### config.mk
export PLATFORM = sky130hd
export DESIGN_NAME = pdc_top
export DESIGN_NICKNAME = d
export VERILOG_FILES = /design/src/pkg/pdc_pkg.sv /design/src/pdc_top.sv
export VERILOG_INCLUDE_DIRS = /design/src /design/src/pkg
export SDC_FILE = /design/constraint.sdc
export NUM_CORES = 1
export LEC_CHECK = 0
export ABC_AREA = 1
export BUFFER_PORTS_ARGS = -buffer_cell sky130_fd_sc_hd__clkbuf_2
export CAP_MARGIN = 20
export CELL_PAD_IN_SITES_DETAIL_PLACEMENT = 2
export CELL_PAD_IN_SITES_GLOBAL_PLACEMENT = 2
export CORE_MARGIN = 2
export CORE_UTILIZATION = 34
export CTS_CLUSTER_DIAMETER = 30
export DETAILED_ROUTE_END_ITERATION = 12
export PLACE_DENSITY = 0.78
export SYNTH_ARGS = -nofsm -noshare
export SYNTH_HDL_FRONTEND = slang
export SYNTH_SLANG_ARGS = --single-unit
### constraint.sdc
create_clock -name sys_clk -period 3 [get_ports sys_clk]
set_clock_uncertainty 0.1 [all_clocks]
set_input_delay 0.15 -clock sys_clk [delete_from_list [all_inputs] [get_ports sys_clk]]
set_output_delay 0.15 -clock sys_clk [all_outputs]
set_load 0.02 [all_outputs]
### src/pkg/pdc_defs.svh
/*
  Constants for the preset down counter: register offsets, field positions,
  reset values and limits. Assumes inclusion by bare name from the package.
*/
`ifndef PDC_DEFS_SVH
`define PDC_DEFS_SVH

`define PDC_NUM_CNT        4
`define PDC_IDX_W          2
`define PDC_MAX_INST       1024
`define PDC_SV_MAX         16'h7FFF
`define PDC_SV_MIN_SELF    16'h0001
`define PDC_SV_MIN_NUM     16'h0000

`define PDC_OFF_CTRL       8'h00
`define PDC_OFF_COUNT_IN   8'h04
`define PDC_OFF_RESET_IN   8'h08
`define PDC_OFF_HOLD       8'h0C
`define PDC_OFF_BOUNDARY   8'h10
`define PDC_OFF_ZERO       8'h14
`define PDC_OFF_IRQ_STAT   8'h18
`define PDC_OFF_IRQ_MASK   8'h1C
`define PDC_OFF_PRESET0    8'h20
`define PDC_OFF_ELAPSED0   8'h40

`define PDC_CTRL_MODE_RUN  0
`define PDC_CTRL_VARIANT   1

`define PDC_CTRL_RST       2'h0
`define PDC_PRESET_RST     16'h000A
`define PDC_HOLD_RST       4'hF
`define PDC_BOUNDARY_RST   10'h000

`endif

### src/pkg/pdc_pkg.sv
/*
  Types for the preset down counter. Assumes the constants header is on the
  include path.
*/
package pdc_pkg;
  `include "pdc_defs.svh"

  typedef struct packed {
    logic count;
    logic reset;
  } pdc_in_t;

  typedef struct packed {
    logic [15:0] elapsed;
    logic        zero;
  } pdc_state_t;

  typedef enum logic [1:0] {
    PDC_IDLE = 2'b00,
    PDC_DATA = 2'b01,
    PDC_RESP = 2'b11
  } pdc_wr_st_t;
endpackage

### src/pdc_top.sv
/*
  Pool of preset down counters with AXI4-Lite register access.
  Assumes one sys_clk edge per program scan; count and reset come from logic on the same clock.
*/
`timescale 1ns/1ps
module pdc_top
  import pdc_pkg::*;
(
  // Clock and reset
  input  wire logic        sys_clk,
  input  wire logic        arst_n,
  // Write address
  input  wire logic [7:0]  s_axi_awaddr,
  input  wire logic        s_axi_awvalid,
  output logic             s_axi_awready,
  // Write data
  input  wire logic [31:0] s_axi_wdata,
  input  wire logic [3:0]  s_axi_wstrb,
  input  wire logic        s_axi_wvalid,
  output logic             s_axi_wready,
  // Write response
  output logic [1:0]       s_axi_bresp,
  output logic             s_axi_bvalid,
  input  wire logic        s_axi_bready,
  // Read address
  input  wire logic [7:0]  s_axi_araddr,
  input  wire logic        s_axi_arvalid,
  output logic             s_axi_arready,
  // Read data
  output logic [31:0]      s_axi_rdata,
  output logic [1:0]       s_axi_rresp,
  output logic             s_axi_rvalid,
  input  wire logic        s_axi_rready,
  // Counter inputs and outputs
  input  wire pdc_in_t [`PDC_NUM_CNT-1:0] cnt_in,
  output logic [`PDC_NUM_CNT-1:0]          zero_reached,
  output logic                             irq
);

  // Pool size is fixed; the package constants size every per-counter vector
  localparam int N = `PDC_NUM_CNT;

  // Returns register index of a preset or elapsed slot, or N when none
  function automatic logic [2:0] slot_idx(input logic [7:0] a, input logic [7:0] base);
    logic [7:0] d;
    d = a - base;
    if (a >= base && d < 8'(4*N) && d[1:0] == 2'b00)
      slot_idx = {1'b0, d[3:2]};
    else
      slot_idx = 3'h4;
  endfunction

  // True for every mapped offset; drives the response code
  function automatic logic known_addr(input logic [7:0] a);
    logic [2:0] p_idx;
    logic [2:0] e_idx;
    p_idx = slot_idx(a, `PDC_OFF_PRESET0);
    e_idx = slot_idx(a, `PDC_OFF_ELAPSED0);
    known_addr = (a == `PDC_OFF_CTRL) || (a == `PDC_OFF_COUNT_IN) || (a == `PDC_OFF_RESET_IN) ||
                 (a == `PDC_OFF_HOLD) || (a == `PDC_OFF_BOUNDARY) || (a == `PDC_OFF_ZERO) ||
                 (a == `PDC_OFF_IRQ_STAT) || (a == `PDC_OFF_IRQ_MASK) ||
                 !p_idx[2] || !e_idx[2];
  endfunction

  // Software-visible control; ctrl_q[1] set lets a zero preset through
  logic [1:0]    ctrl_q;
  logic [N-1:0]  sw_count_q;
  logic [N-1:0]  sw_reset_q;
  logic [N-1:0]  hold_q;
  logic [9:0]    boundary_q;
  logic [N-1:0]  irq_stat_q;
  logic [N-1:0]  irq_mask_q;
  logic [15:0]   preset_q [N];
  logic [N-1:0]  preset_err_q;

  // Write channel
  pdc_wr_st_t    wr_st_q;
  logic [7:0]    awaddr_q;
  logic          aw_have_q;
  logic [31:0]   wdata_q;
  logic          w_have_q;
  logic          wr_fire;
  logic          wr_ok;
  logic [2:0]    wr_pidx;
  logic          run_prev_q;
  logic          run_to_prog;
  logic          wstrb_nz_q;
  logic          reg_we;

  // Commit lands on the edge that raises bvalid, so a later read sees it
  assign wr_fire     = (wr_st_q == PDC_RESP) && !s_axi_bvalid;
  // The elapsed area is read only; writes to it get SLVERR
  assign wr_ok       = known_addr(awaddr_q) && (awaddr_q < `PDC_OFF_ELAPSED0);
  assign reg_we      = wr_fire && wr_ok && wstrb_nz_q;
  assign wr_pidx     = slot_idx(awaddr_q, `PDC_OFF_PRESET0);
  // Mode change is seen one scan after the control write lands
  assign run_to_prog = run_prev_q && !ctrl_q[`PDC_CTRL_MODE_RUN];

  always_ff @(posedge sys_clk or negedge arst_n) begin
    if (!arst_n) begin
      wr_st_q       <= PDC_IDLE;
      awaddr_q      <= 8'h00;
      aw_have_q     <= 1'b0;
      wdata_q       <= 32'h0000_0000;
      w_have_q      <= 1'b0;
      wstrb_nz_q    <= 1'b0;
      s_axi_awready <= 1'b0;
      s_axi_wready  <= 1'b0;
      s_axi_bvalid  <= 1'b0;
      s_axi_bresp   <= 2'h0;
    end else begin
      // Address and data may come in either order; each is kept until the response is taken
      s_axi_awready <= 1'b0;
      s_axi_wready  <= 1'b0;
      case (wr_st_q)
        PDC_IDLE: begin
          if (s_axi_awvalid && !aw_have_q && !s_axi_awready) begin
            s_axi_awready <= 1'b1;
            awaddr_q      <= s_axi_awaddr;
            aw_have_q     <= 1'b1;
          end
          if (s_axi_wvalid && !w_have_q && !s_axi_wready) begin
            s_axi_wready <= 1'b1;
            wdata_q      <= s_axi_wdata;
            wstrb_nz_q   <= (s_axi_wstrb != 4'h0);
            w_have_q     <= 1'b1;
          end
          if (aw_have_q && w_have_q) begin
            wr_st_q <= PDC_DATA;
          end
        end
        PDC_DATA: begin
          wr_st_q <= PDC_RESP;
        end
        PDC_RESP: begin
          // Registers update on the cycle bvalid rises
          if (!s_axi_bvalid) begin
            s_axi_bvalid <= 1'b1;
            s_axi_bresp  <= wr_ok ? 2'h0 : 2'h2;
          end else if (s_axi_bready) begin
            s_axi_bvalid <= 1'b0;
            aw_have_q    <= 1'b0;
            w_have_q     <= 1'b0;
            wr_st_q      <= PDC_IDLE;
          end
        end
        default: wr_st_q <= PDC_IDLE;
      endcase
    end
  end

  // Byte enables are honoured at register granularity: any strobe writes the word
  always_ff @(posedge sys_clk or negedge arst_n) begin
    if (!arst_n) begin
      ctrl_q     <= `PDC_CTRL_RST;
      sw_count_q <= '0;
      sw_reset_q <= '0;
      hold_q     <= `PDC_HOLD_RST;
      boundary_q <= `PDC_BOUNDARY_RST;
      irq_mask_q <= '0;
      run_prev_q <= 1'b0;
    end else begin
      run_prev_q <= ctrl_q[`PDC_CTRL_MODE_RUN];
      if (reg_we) begin
        case (awaddr_q)
          `PDC_OFF_CTRL:     ctrl_q     <= wdata_q[1:0];
          `PDC_OFF_COUNT_IN: sw_count_q <= wdata_q[N-1:0];
          `PDC_OFF_RESET_IN: sw_reset_q <= wdata_q[N-1:0];
          `PDC_OFF_HOLD:     hold_q     <= wdata_q[N-1:0];
          // Stored for the program only; this pool has no numbering to police
          `PDC_OFF_BOUNDARY: boundary_q <= wdata_q[9:0];
          `PDC_OFF_IRQ_MASK: irq_mask_q <= wdata_q[N-1:0];
          default: ;
        endcase
      end
    end
  end

  // Preset stores: out-of-range values are refused and flagged
  // A refused value keeps the old preset, so a bad write never leaves
  // the counter without a valid reload value
  genvar gp;
  generate
    for (gp = 0; gp < N; gp++) begin : g_preset
      logic [15:0] lo;
      // Lower bound follows the variant: the numbered form accepts zero
      assign lo = ctrl_q[`PDC_CTRL_VARIANT] ? `PDC_SV_MIN_NUM : `PDC_SV_MIN_SELF;
      always_ff @(posedge sys_clk or negedge arst_n) begin
        if (!arst_n) begin
          preset_q[gp]     <= `PDC_PRESET_RST;
          preset_err_q[gp] <= 1'b0;
        end else if (reg_we && wr_pidx == 3'(gp)) begin
          if (wdata_q[15:0] >= lo && wdata_q[15:0] <= `PDC_SV_MAX) begin
            preset_q[gp]     <= wdata_q[15:0];
            preset_err_q[gp] <= 1'b0;
          end else begin
            preset_err_q[gp] <= 1'b1;
          end
        end
      end
    end
  endgenerate

  // Counter cores, one scan per clock
  logic [N-1:0]  cnt_prev_q;
  logic [N-1:0]  rst_prev_q;
  logic [15:0]   elapsed_q [N];
  logic [N-1:0]  zero_q;
  logic [N-1:0]  zero_rise;

  genvar gc;
  generate
    for (gc = 0; gc < N; gc++) begin : g_cnt
      logic cnt_lvl;
      logic rst_lvl;
      logic cnt_rise;
      logic rst_fall;
      // Pin and software levels are ORed, so either source makes a scan edge
      assign cnt_lvl  = cnt_in[gc].count | sw_count_q[gc];
      assign rst_lvl  = cnt_in[gc].reset | sw_reset_q[gc];
      assign cnt_rise = cnt_lvl && !cnt_prev_q[gc];
      assign rst_fall = !rst_lvl && rst_prev_q[gc];
      assign zero_rise[gc] = !zero_q[gc] && !rst_lvl && !rst_fall && cnt_rise && elapsed_q[gc] == 16'h0001;

      always_ff @(posedge sys_clk or negedge arst_n) begin
        if (!arst_n) begin
          // Edge history resets to the idle low level, so no false edge follows reset
          cnt_prev_q[gc] <= 1'b0;
          rst_prev_q[gc] <= 1'b0;
          elapsed_q[gc]  <= 16'h0000;
          zero_q[gc]     <= 1'b0;
        end else begin
          cnt_prev_q[gc] <= cnt_lvl;
          rst_prev_q[gc] <= rst_lvl;
          // Order: mode clear, reset level, reset fall, count edge; a count edge meeting reset is lost
          if (run_to_prog && !hold_q[gc]) begin
            elapsed_q[gc] <= 16'h0000;
            zero_q[gc]    <= 1'b0;
          end else if (rst_lvl) begin
            elapsed_q[gc] <= 16'h0000;
            zero_q[gc]    <= 1'b0;
          end else if (rst_fall) begin
            elapsed_q[gc] <= preset_q[gc];
          end else if (cnt_rise && elapsed_q[gc] != 16'h0000) begin
            elapsed_q[gc] <= elapsed_q[gc] - 16'h0001;
            if (elapsed_q[gc] == 16'h0001) begin
              zero_q[gc] <= 1'b1;
            end
          end
        end
      end
    end
  endgenerate

  assign zero_reached = zero_q;

  // Sticky zero-reached events; set wins over write-one-to-clear
  always_ff @(posedge sys_clk or negedge arst_n) begin
    if (!arst_n) begin
      irq_stat_q <= '0;
      irq        <= 1'b0;
    end else begin
      if (reg_we && awaddr_q == `PDC_OFF_IRQ_STAT)
        irq_stat_q <= (irq_stat_q & ~wdata_q[N-1:0]) | zero_rise;
      else
        irq_stat_q <= irq_stat_q | zero_rise;
      // One clock of lag buys an output straight from a flop
      irq <= |(irq_stat_q & irq_mask_q);
    end
  end

  // Read channel, data registered on the same edge that takes the address
  logic [31:0] rd_mux;
  logic [2:0]  rd_pidx;
  logic [2:0]  rd_eidx;
  assign rd_pidx = slot_idx(s_axi_araddr, `PDC_OFF_PRESET0);
  assign rd_eidx = slot_idx(s_axi_araddr, `PDC_OFF_ELAPSED0);

  // Decode is combinational on araddr; the answer is registered with arready
  always_comb begin
    rd_mux = 32'h0000_0000;
    case (s_axi_araddr)
      `PDC_OFF_CTRL:     rd_mux = {30'h0, ctrl_q};
      `PDC_OFF_COUNT_IN: rd_mux = {{(32-N){1'b0}}, sw_count_q};
      `PDC_OFF_RESET_IN: rd_mux = {{(32-N){1'b0}}, sw_reset_q};
      `PDC_OFF_HOLD:     rd_mux = {{(32-N){1'b0}}, hold_q};
      `PDC_OFF_BOUNDARY: rd_mux = {22'h0, boundary_q};
      `PDC_OFF_ZERO:     rd_mux = {{(32-2*N){1'b0}}, preset_err_q, zero_q};
      `PDC_OFF_IRQ_STAT: rd_mux = {{(32-N){1'b0}}, irq_stat_q};
      `PDC_OFF_IRQ_MASK: rd_mux = {{(32-N){1'b0}}, irq_mask_q};
      default: begin
        if (!rd_pidx[2])
          rd_mux = {16'h0, preset_q[rd_pidx[1:0]]};
        else if (!rd_eidx[2])
          rd_mux = {16'h0, elapsed_q[rd_eidx[1:0]]};
      end
    endcase
  end

  always_ff @(posedge sys_clk or negedge arst_n) begin
    if (!arst_n) begin
      s_axi_arready <= 1'b0;
      s_axi_rvalid  <= 1'b0;
      s_axi_rdata   <= 32'h0000_0000;
      s_axi_rresp   <= 2'h0;
    end else begin
      s_axi_arready <= 1'b0;
      // Data is taken with the address, so it stands unchanged while rvalid waits
      if (s_axi_rvalid) begin
        if (s_axi_rready)
          s_axi_rvalid <= 1'b0;
      end else if (s_axi_arvalid && !s_axi_arready) begin
        s_axi_arready <= 1'b1;
        s_axi_rvalid  <= 1'b1;
        s_axi_rdata   <= rd_mux;
        s_axi_rresp   <= known_addr(s_axi_araddr) ? 2'h0 : 2'h2;
      end
    end
  end

endmodule // pdc_top

==> After elaboration in Yosys (flattened, before gate mapping) <==
Cells that the tools add are included.
{ "word_totals": {"register_bits": 248, "out_inout_bits": 46, "elab_cells": 349} }
{ "op_classes": {"addsub": 8, "magnitude_cmp": 13, "n_eq_ne": 32, "muxes": 78, "n_bitwise": 17, "reduce_logical": 154} }
{ "ops": {"columns": ["op", "count"], "rows": [
  ["16-bit 2-to-1 mux", 22],
  ["16-bit case mux with 8 select lines", 1],
  ["16-bit binary-select mux with 2-bit select", 2],
  ["16-bit by 1-bit equality test with 1-bit output, second input constant", 4],
  ["8-bit by 5-bit equality test with 1-bit output, second input constant", 8],
  ["16-bit nonzero test", 4],
  ["16-bit by 1-bit subtractor with 16-bit output, second input constant", 4],
  ["1-bit logical AND", 57],
  ["1-bit 2-to-1 mux", 36],
  ["8-bit by 4-bit equality test with 1-bit output, second input constant", 4],
  ["8-bit by 5-bit less-than comparator with 1-bit output, second input constant", 4],
  ["1-bit logical NOT", 31],
  ["2-bit AND reduction", 14],
  ["3-bit 2-to-1 mux", 8],
  ["3-bit nonzero test", 8],
  ["4-bit nonzero test", 5],
  ["1-bit logical OR", 18],
  ["8-bit by 3-bit equality test with 1-bit output, second input constant", 2],
  ["16-bit by 1-bit greater-or-equal comparator with 1-bit output", 1],
  ["8-bit by 6-bit greater-or-equal comparator with 1-bit output, second input constant", 2],
  ["8-bit by 7-bit greater-or-equal comparator with 1-bit output, second input constant", 2],
  ["16-bit by 15-bit <= comparator with 1-bit output, second input constant", 1],
  ["8-bit logical NOT", 2],
  ["8-bit by 6-bit subtractor with 8-bit output, second input constant", 2],
  ["25 further kinds", 60]
]} }

==> Depth between registers and ports, before layout <==
{ "depth": {"word_depth": 15, "depth_mapped": 15} }

==> Worst setup path after synthesis <==
OpenSTA, ideal clock, no wires.
{ "synth_timing": {"path_type": "reg2reg", "from": "reg elapsed_q[48] in the netlist's numbering", "to": "reg elapsed_q[53] in the netlist's numbering", "t_arrival_ns": 1.874, "t_required_ns": 2.768, "slack_ns": 0.894, "path_stages_with_launch": 13, "path_buffers": 1, "synth_period_minus_slack_ns": 2.106, "path_cell_list": "dfrtp_1 -> clkbuf_1 -> inv_1 -> ha_1 -> nand2_1 -> nor2_1 -> inv_1 -> o21ai_0 -> nand2_1 -> nand2_1 -> inv_1 -> o21ai_0 -> o21ai_0"} }
{ "synth_via": {"elab_chain_cells": 5, "word_cells_on_any_way": 8, "cone_classes": "add/sub: 1; mux: 4; reduce/logical: 3"} }
{ "synth_lines": {"columns": ["element", "line", "text"], "rows": [
  ["from (decl)", "pdc_top.sv:207", "logic [15:0] elapsed_q [N];"],
  ["from (signal, indexed assignment)", "pdc_top.sv:243", "elapsed_q[gc] <= preset_q[gc];"],
  ["from (signal, indexed assignment)", "pdc_top.sv:245", "elapsed_q[gc] <= elapsed_q[gc] - 16'h0001;"],
  ["16-bit by 1-bit subtractor with 16-bit output", "pdc_top.sv:245", null],
  ["16-bit 2-to-1 mux", "pdc_top.sv:244", "end else if (cnt_rise && elapsed_q[gc] != 16'h0000) begin"],
  ["16-bit 2-to-1 mux", "pdc_top.sv:242", "end else if (rst_fall) begin"],
  ["16-bit 2-to-1 mux", "pdc_top.sv:239", "end else if (rst_lvl) begin"],
  ["16-bit 2-to-1 mux", "pdc_top.sv:236", "if (run_to_prog && !hold_q[gc]) begin"]
]} }
Parallel ways exist; a longest one is shown, timed or not. The select of a mux whose other input is x is not followed.
A chain may end at the register's enable or synchronous reset.

==> Worst setup path after layout <==
{ "layout_timing": {"from": "reg awaddr_q[5]", "to": "reg sw_reset_q[2]"} }
{ "layout_via": {"elab_chain_cells": 14, "word_cells_on_any_way": 36, "cone_classes": "add/sub: 2; order compare: 5; eq/ne: 7; mux: 2; reduce/logical: 20"} }
{ "layout_lines": {"columns": ["element", "line", "text"], "rows": [
  ["from (decl)", "pdc_top.sv:78", "logic [7:0] awaddr_q;"],
  ["from (signal assigned)", "pdc_top.sv:119", "awaddr_q <= s_axi_awaddr;"],
  ["branches (longest 13 deep; another with 8-bit by 6-bit subtractor with 8-bit output)", null, null],
  ["2-bit AND reduction (no source line) (*)", null, null],
  ["to (signal assigned)", "pdc_top.sv:168", "`PDC_OFF_RESET_IN: sw_reset_q <= wdata_q[N-1:0];"],
  ["to (decl)", "pdc_top.sv:68", "logic [N-1:0] sw_reset_q;"]
]} }
Every way passes the cells marked *.

==> impl_metrics.py <==
metrics = {
    "logic_synthesis": {
        "synth-edff-count": 0,
        "synth_warnings": 0,
        "synth.avg_cell_area_um2": 7.060,
        "synth_area_mm2": 0.01315,
        "syn_inst": 1863,
        "ys_ff_latch": 230,
        "ys_async_sr_fraction_pct": 100.0,
        "yosysSeqAreaShare_pct": 43.87,
        "yosys_most_used_dff": "dfrtp_1",
        "ys_types": 43,
        "synth_top_cell_by_area": "dfrtp_1",
        "synth_top_area_share_pct": 41.48,
        "synth.area.top_cells": "dfrtp_1 41%, nand2_1 17%, nand3_1 8.3%, inv_1 5.9%, o21ai_0 5.2%",
    },
    "timing": {
        "fmax_ghz": 0.3405,
        "period_needed_ns": 2.937,
        "hold-worst-slack_ns": 0.07650,
        "hold_viol": 0,
        "drv_slew": 0,
        "post-route-period-util_pct": 97.89,
        "tightest_slew_ns": 0.8717,
        "maxSlewHeadroom_pct": 41.74,
        "final-setup-viol-count": 0,
    },
    "global_route": {
        "grt_overflow": 0,
        "grt_max_degree": 68,
        "antenna_found_initial": 2,
        "grt_pass1_wl_um": 111400,
        "track_usage_pct": 36.86,
        "grt_pass1_vias": 17012,
    },
    "clocking": {
        "ctsHtreeMaxLevel": 3,
        "cts_sinks": 230,
        "cts_tree": "built",
        "cts.clk_slew.worst_paths_ns": 0.05,
        "cts_buffers": 74,
        "clockBufferDepth": 3,
        "clk-insertion-delay-late_ns": 0.60,
        "root_buffer": "clkbuf_16",
    },
    "power_and_ir_drop": {
        "p_leak_nw": 8.684,
        "combPwrFrac_pct": 19.7,
        "internal_power_mw": 9.860,
        "p_seq_share_pct": 27.3,
        "p_clk_share_pct": 53.0,
        "powerDensity_mw_per_mm2": 886.7,
        "peakVddDrop_mv": 0.4948,
        "switching_share_pct": 35.27,
        "switching_power_mw": 5.373,
    },
    "min_path": {
        "hp-class": "in2async",
    },
    "routing": {
        "routed_wirelength_um": 73780,
        "drtIter0Drc": 1350,
        "wl_per_cell_um": 28.23,
        "ant_nets": 0,
        "vias": 15038,
        "viasPerCell": 5.755,
        "drt_pre_antenna_iters": 5,
        "drc_errors": 0,
    },
    "outcome": {
        "outcome": "finished, final reports clean",
    },
    "placement": {
        "hpwl_um": 43170,
        "dp_cells": 2434,
        "place_congestion": 0.8926,
        "port_buffers": 78,
    },
    "layout": {
        "final_nets": 2113,
        "fin_cells": 2613,
        "final_cell_mix": "593 x nand2_1, 218 x nand3_1, 218 x dfrtp_1",
        "layout_commonest_cell": "nand2_1",
        "drive_above_1_share_pct": 13.43,
        "area_growth_pct": 30.61,
    },
    "worst_setup_path": {
        "worstPathCellList": "inv_1, ha_1, xnor2_1, nand4_1, nand2_1, nand3_1, nor2_2, nand2_1, nand2_1, o21ai_0",
        "cp_max_fo": 8,
        "cpMostUsedCell": "nand2_1",
        "worstSetupPathType": "reg2reg",
        "cpPeakStageDelay_ns": 0.43,
        "required_ns": 3.31,
        "crit_slowest_cell": "dfrtp_1",
        "path_buf_inv": 1,
        "crit_arrival_ns": 3.24,
        "cp_top_family": "simple AND/OR/NAND/NOR gates",
        "start_kind": "register",
        "critPathCaptureType": "register",
    },
    "floorplanning": {
        "rows": 72,
        "dieArea_mm2": 0.04027,
        "io-pin-count": 113,
        "coreArea_mm2": 0.03838,
        "die_height_um": 200.7,
        "die_w_um": 200.7,
        "initial_core_util_pct": 34.27,
    },
    "job": {
        "drv_cap": 0,
    },
}
## cell usage after synthesis (2+ instances only)
cell and count:
dfstp_2 12, o21ai_1 5, buf_6 5, nand2_4 4, nor4_1 3, or2_2 2, nor3_1 19, ha_1 11
nand3_1 218, xnor2_1 4, clkbuf_1 44, dfrtp_1 218, o211ai_1 16, nand2_1 596, nor2_2 3, a21oi_1 48
a32o_1 2, nand3b_1 2, inv_1 206, buf_4 22, o31ai_1 3, clkinv_1 7, nor3_2 2, nor2_4 4
o21ai_0 137, xor2_1 6, inv_2 2, o22ai_1 39, buf_2 10, nor2_1 166, nand4_1 35
## power by group through the flow
stage / clock network (mW) / registers, mW / logic (mW)
after global routing: 8.28 / 4.16 / 3.23
after floorplan: 0 / 3.85 / 1.63
after detailed placement: 0 / 4.10 / 2.55
after global placement: 0 / 4.09 / 2.40
final: 8.07 / 4.16 / 3.00
after CTS: 7.99 / 4.09 / 2.78
## final timing paths
path / cells after the start / from / slack, ns / endpoint
worst max register to register: 10 / awaddr_q[5] / 0.06 / sw_reset_q[2]
max in group asynchronous: 3 / arst_n / 1.82 / hold_q[0]
worst max-delay path: 10 / awaddr_q[5] / 0.06 / sw_reset_q[2]
worst min register to register: 0 / ctrl_q[0] / 0.35 / run_prev_q
worst min-delay path: 2 / arst_n / 0.08 / preset_q[29]
min in group sys_clk: 3 / s_axi_rready / 0.19 / s_axi_rvalid
## final cells by class
| type | count | area (µm²) |
|---|---|---|
| Fill cell | 4431 | 21200 |
| Multi-Input combinational cell | 1353 | 6230 |
| Sequential cell | 230 | 5771 |
| Clock buffer | 106 | 2206 |
| Timing Repair Buffer | 161 | 1181 |
| Inverter | 215 | 807.0 |
| Tap cell | 518 | 648.1 |
| Clock inverter | 28 | 331.6 |
| Antenna cell | 2 | 5.005 |
## what timing repair did
| action | 4_1_cts | 5_1_grt |
|---|---|---|
| setup endpoints to repair | 0 | 29 |
| setup buffers | 0 | 0 |
| hold buffers | 43 | 0 |
| gates resized for setup | 0 | 8 |
| endpoints found under the hold margin | 119 | 0 |
## cell families after synthesis
family / after synthesis / synth area share [%]
buf+inv: 297 / 9.484
compound gates: 253 / 10.61
flops: 230 / 43.87
fa+ha+maj: 11 / 1.046
simple gates: 1061 / 34.29
xor+xnor: 10 / 0.6659
other cells: 1 / 0.02851
## sequential cells by signal (all words and copies together), names as in the netlist, 8 cells and up
name         cells
elapsed_q       64
preset_q        64
s_axi_rdata     16
wdata_q         16
boundary_q      10
awaddr_q         8
## metal layers
metal | vias to the layer above | global-route usage, % | part of all wire (%)
li1 | 6372 | - | -
met5 | - | 0 | 0
met2 | 690 | 62.00 | 48
met1 | 7686 | 43.39 | 38
met3 | 290 | 5.893 | 6.0
met4 | 0 | 25.19 | 7.3
## metrics by stage
stage	utilization, %	TNS (ns)	total power, mW	worst slack, ns	area (µm²)
after floorplan	-	0	5.486	0.8936	13220
after global placement	36.96	0	6.490	0.4803	14180
after detailed placement	36.96	0	6.655	0.3541	14180
after CTS	44.70	0	14.86	0.1128	17150
after global routing	44.76	-0.03633	15.67	-0.03633	17180
final	44.76	0	15.23	0.06334	17180
## worst reg2reg max path, cell delays in order, from the launching register on
cell and delay [ns]:
dfrtp_1 0.43, inv_1 0.15, ha_1 0.26, xnor2_1 0.27
nand4_1 0.22, nand2_1 0.23, nand3_1 0.19, nor2_2 0.26
nand2_1 0.35, nand2_1 0.18, o21ai_0 0.13
Power figures use the tool's default switching activity.
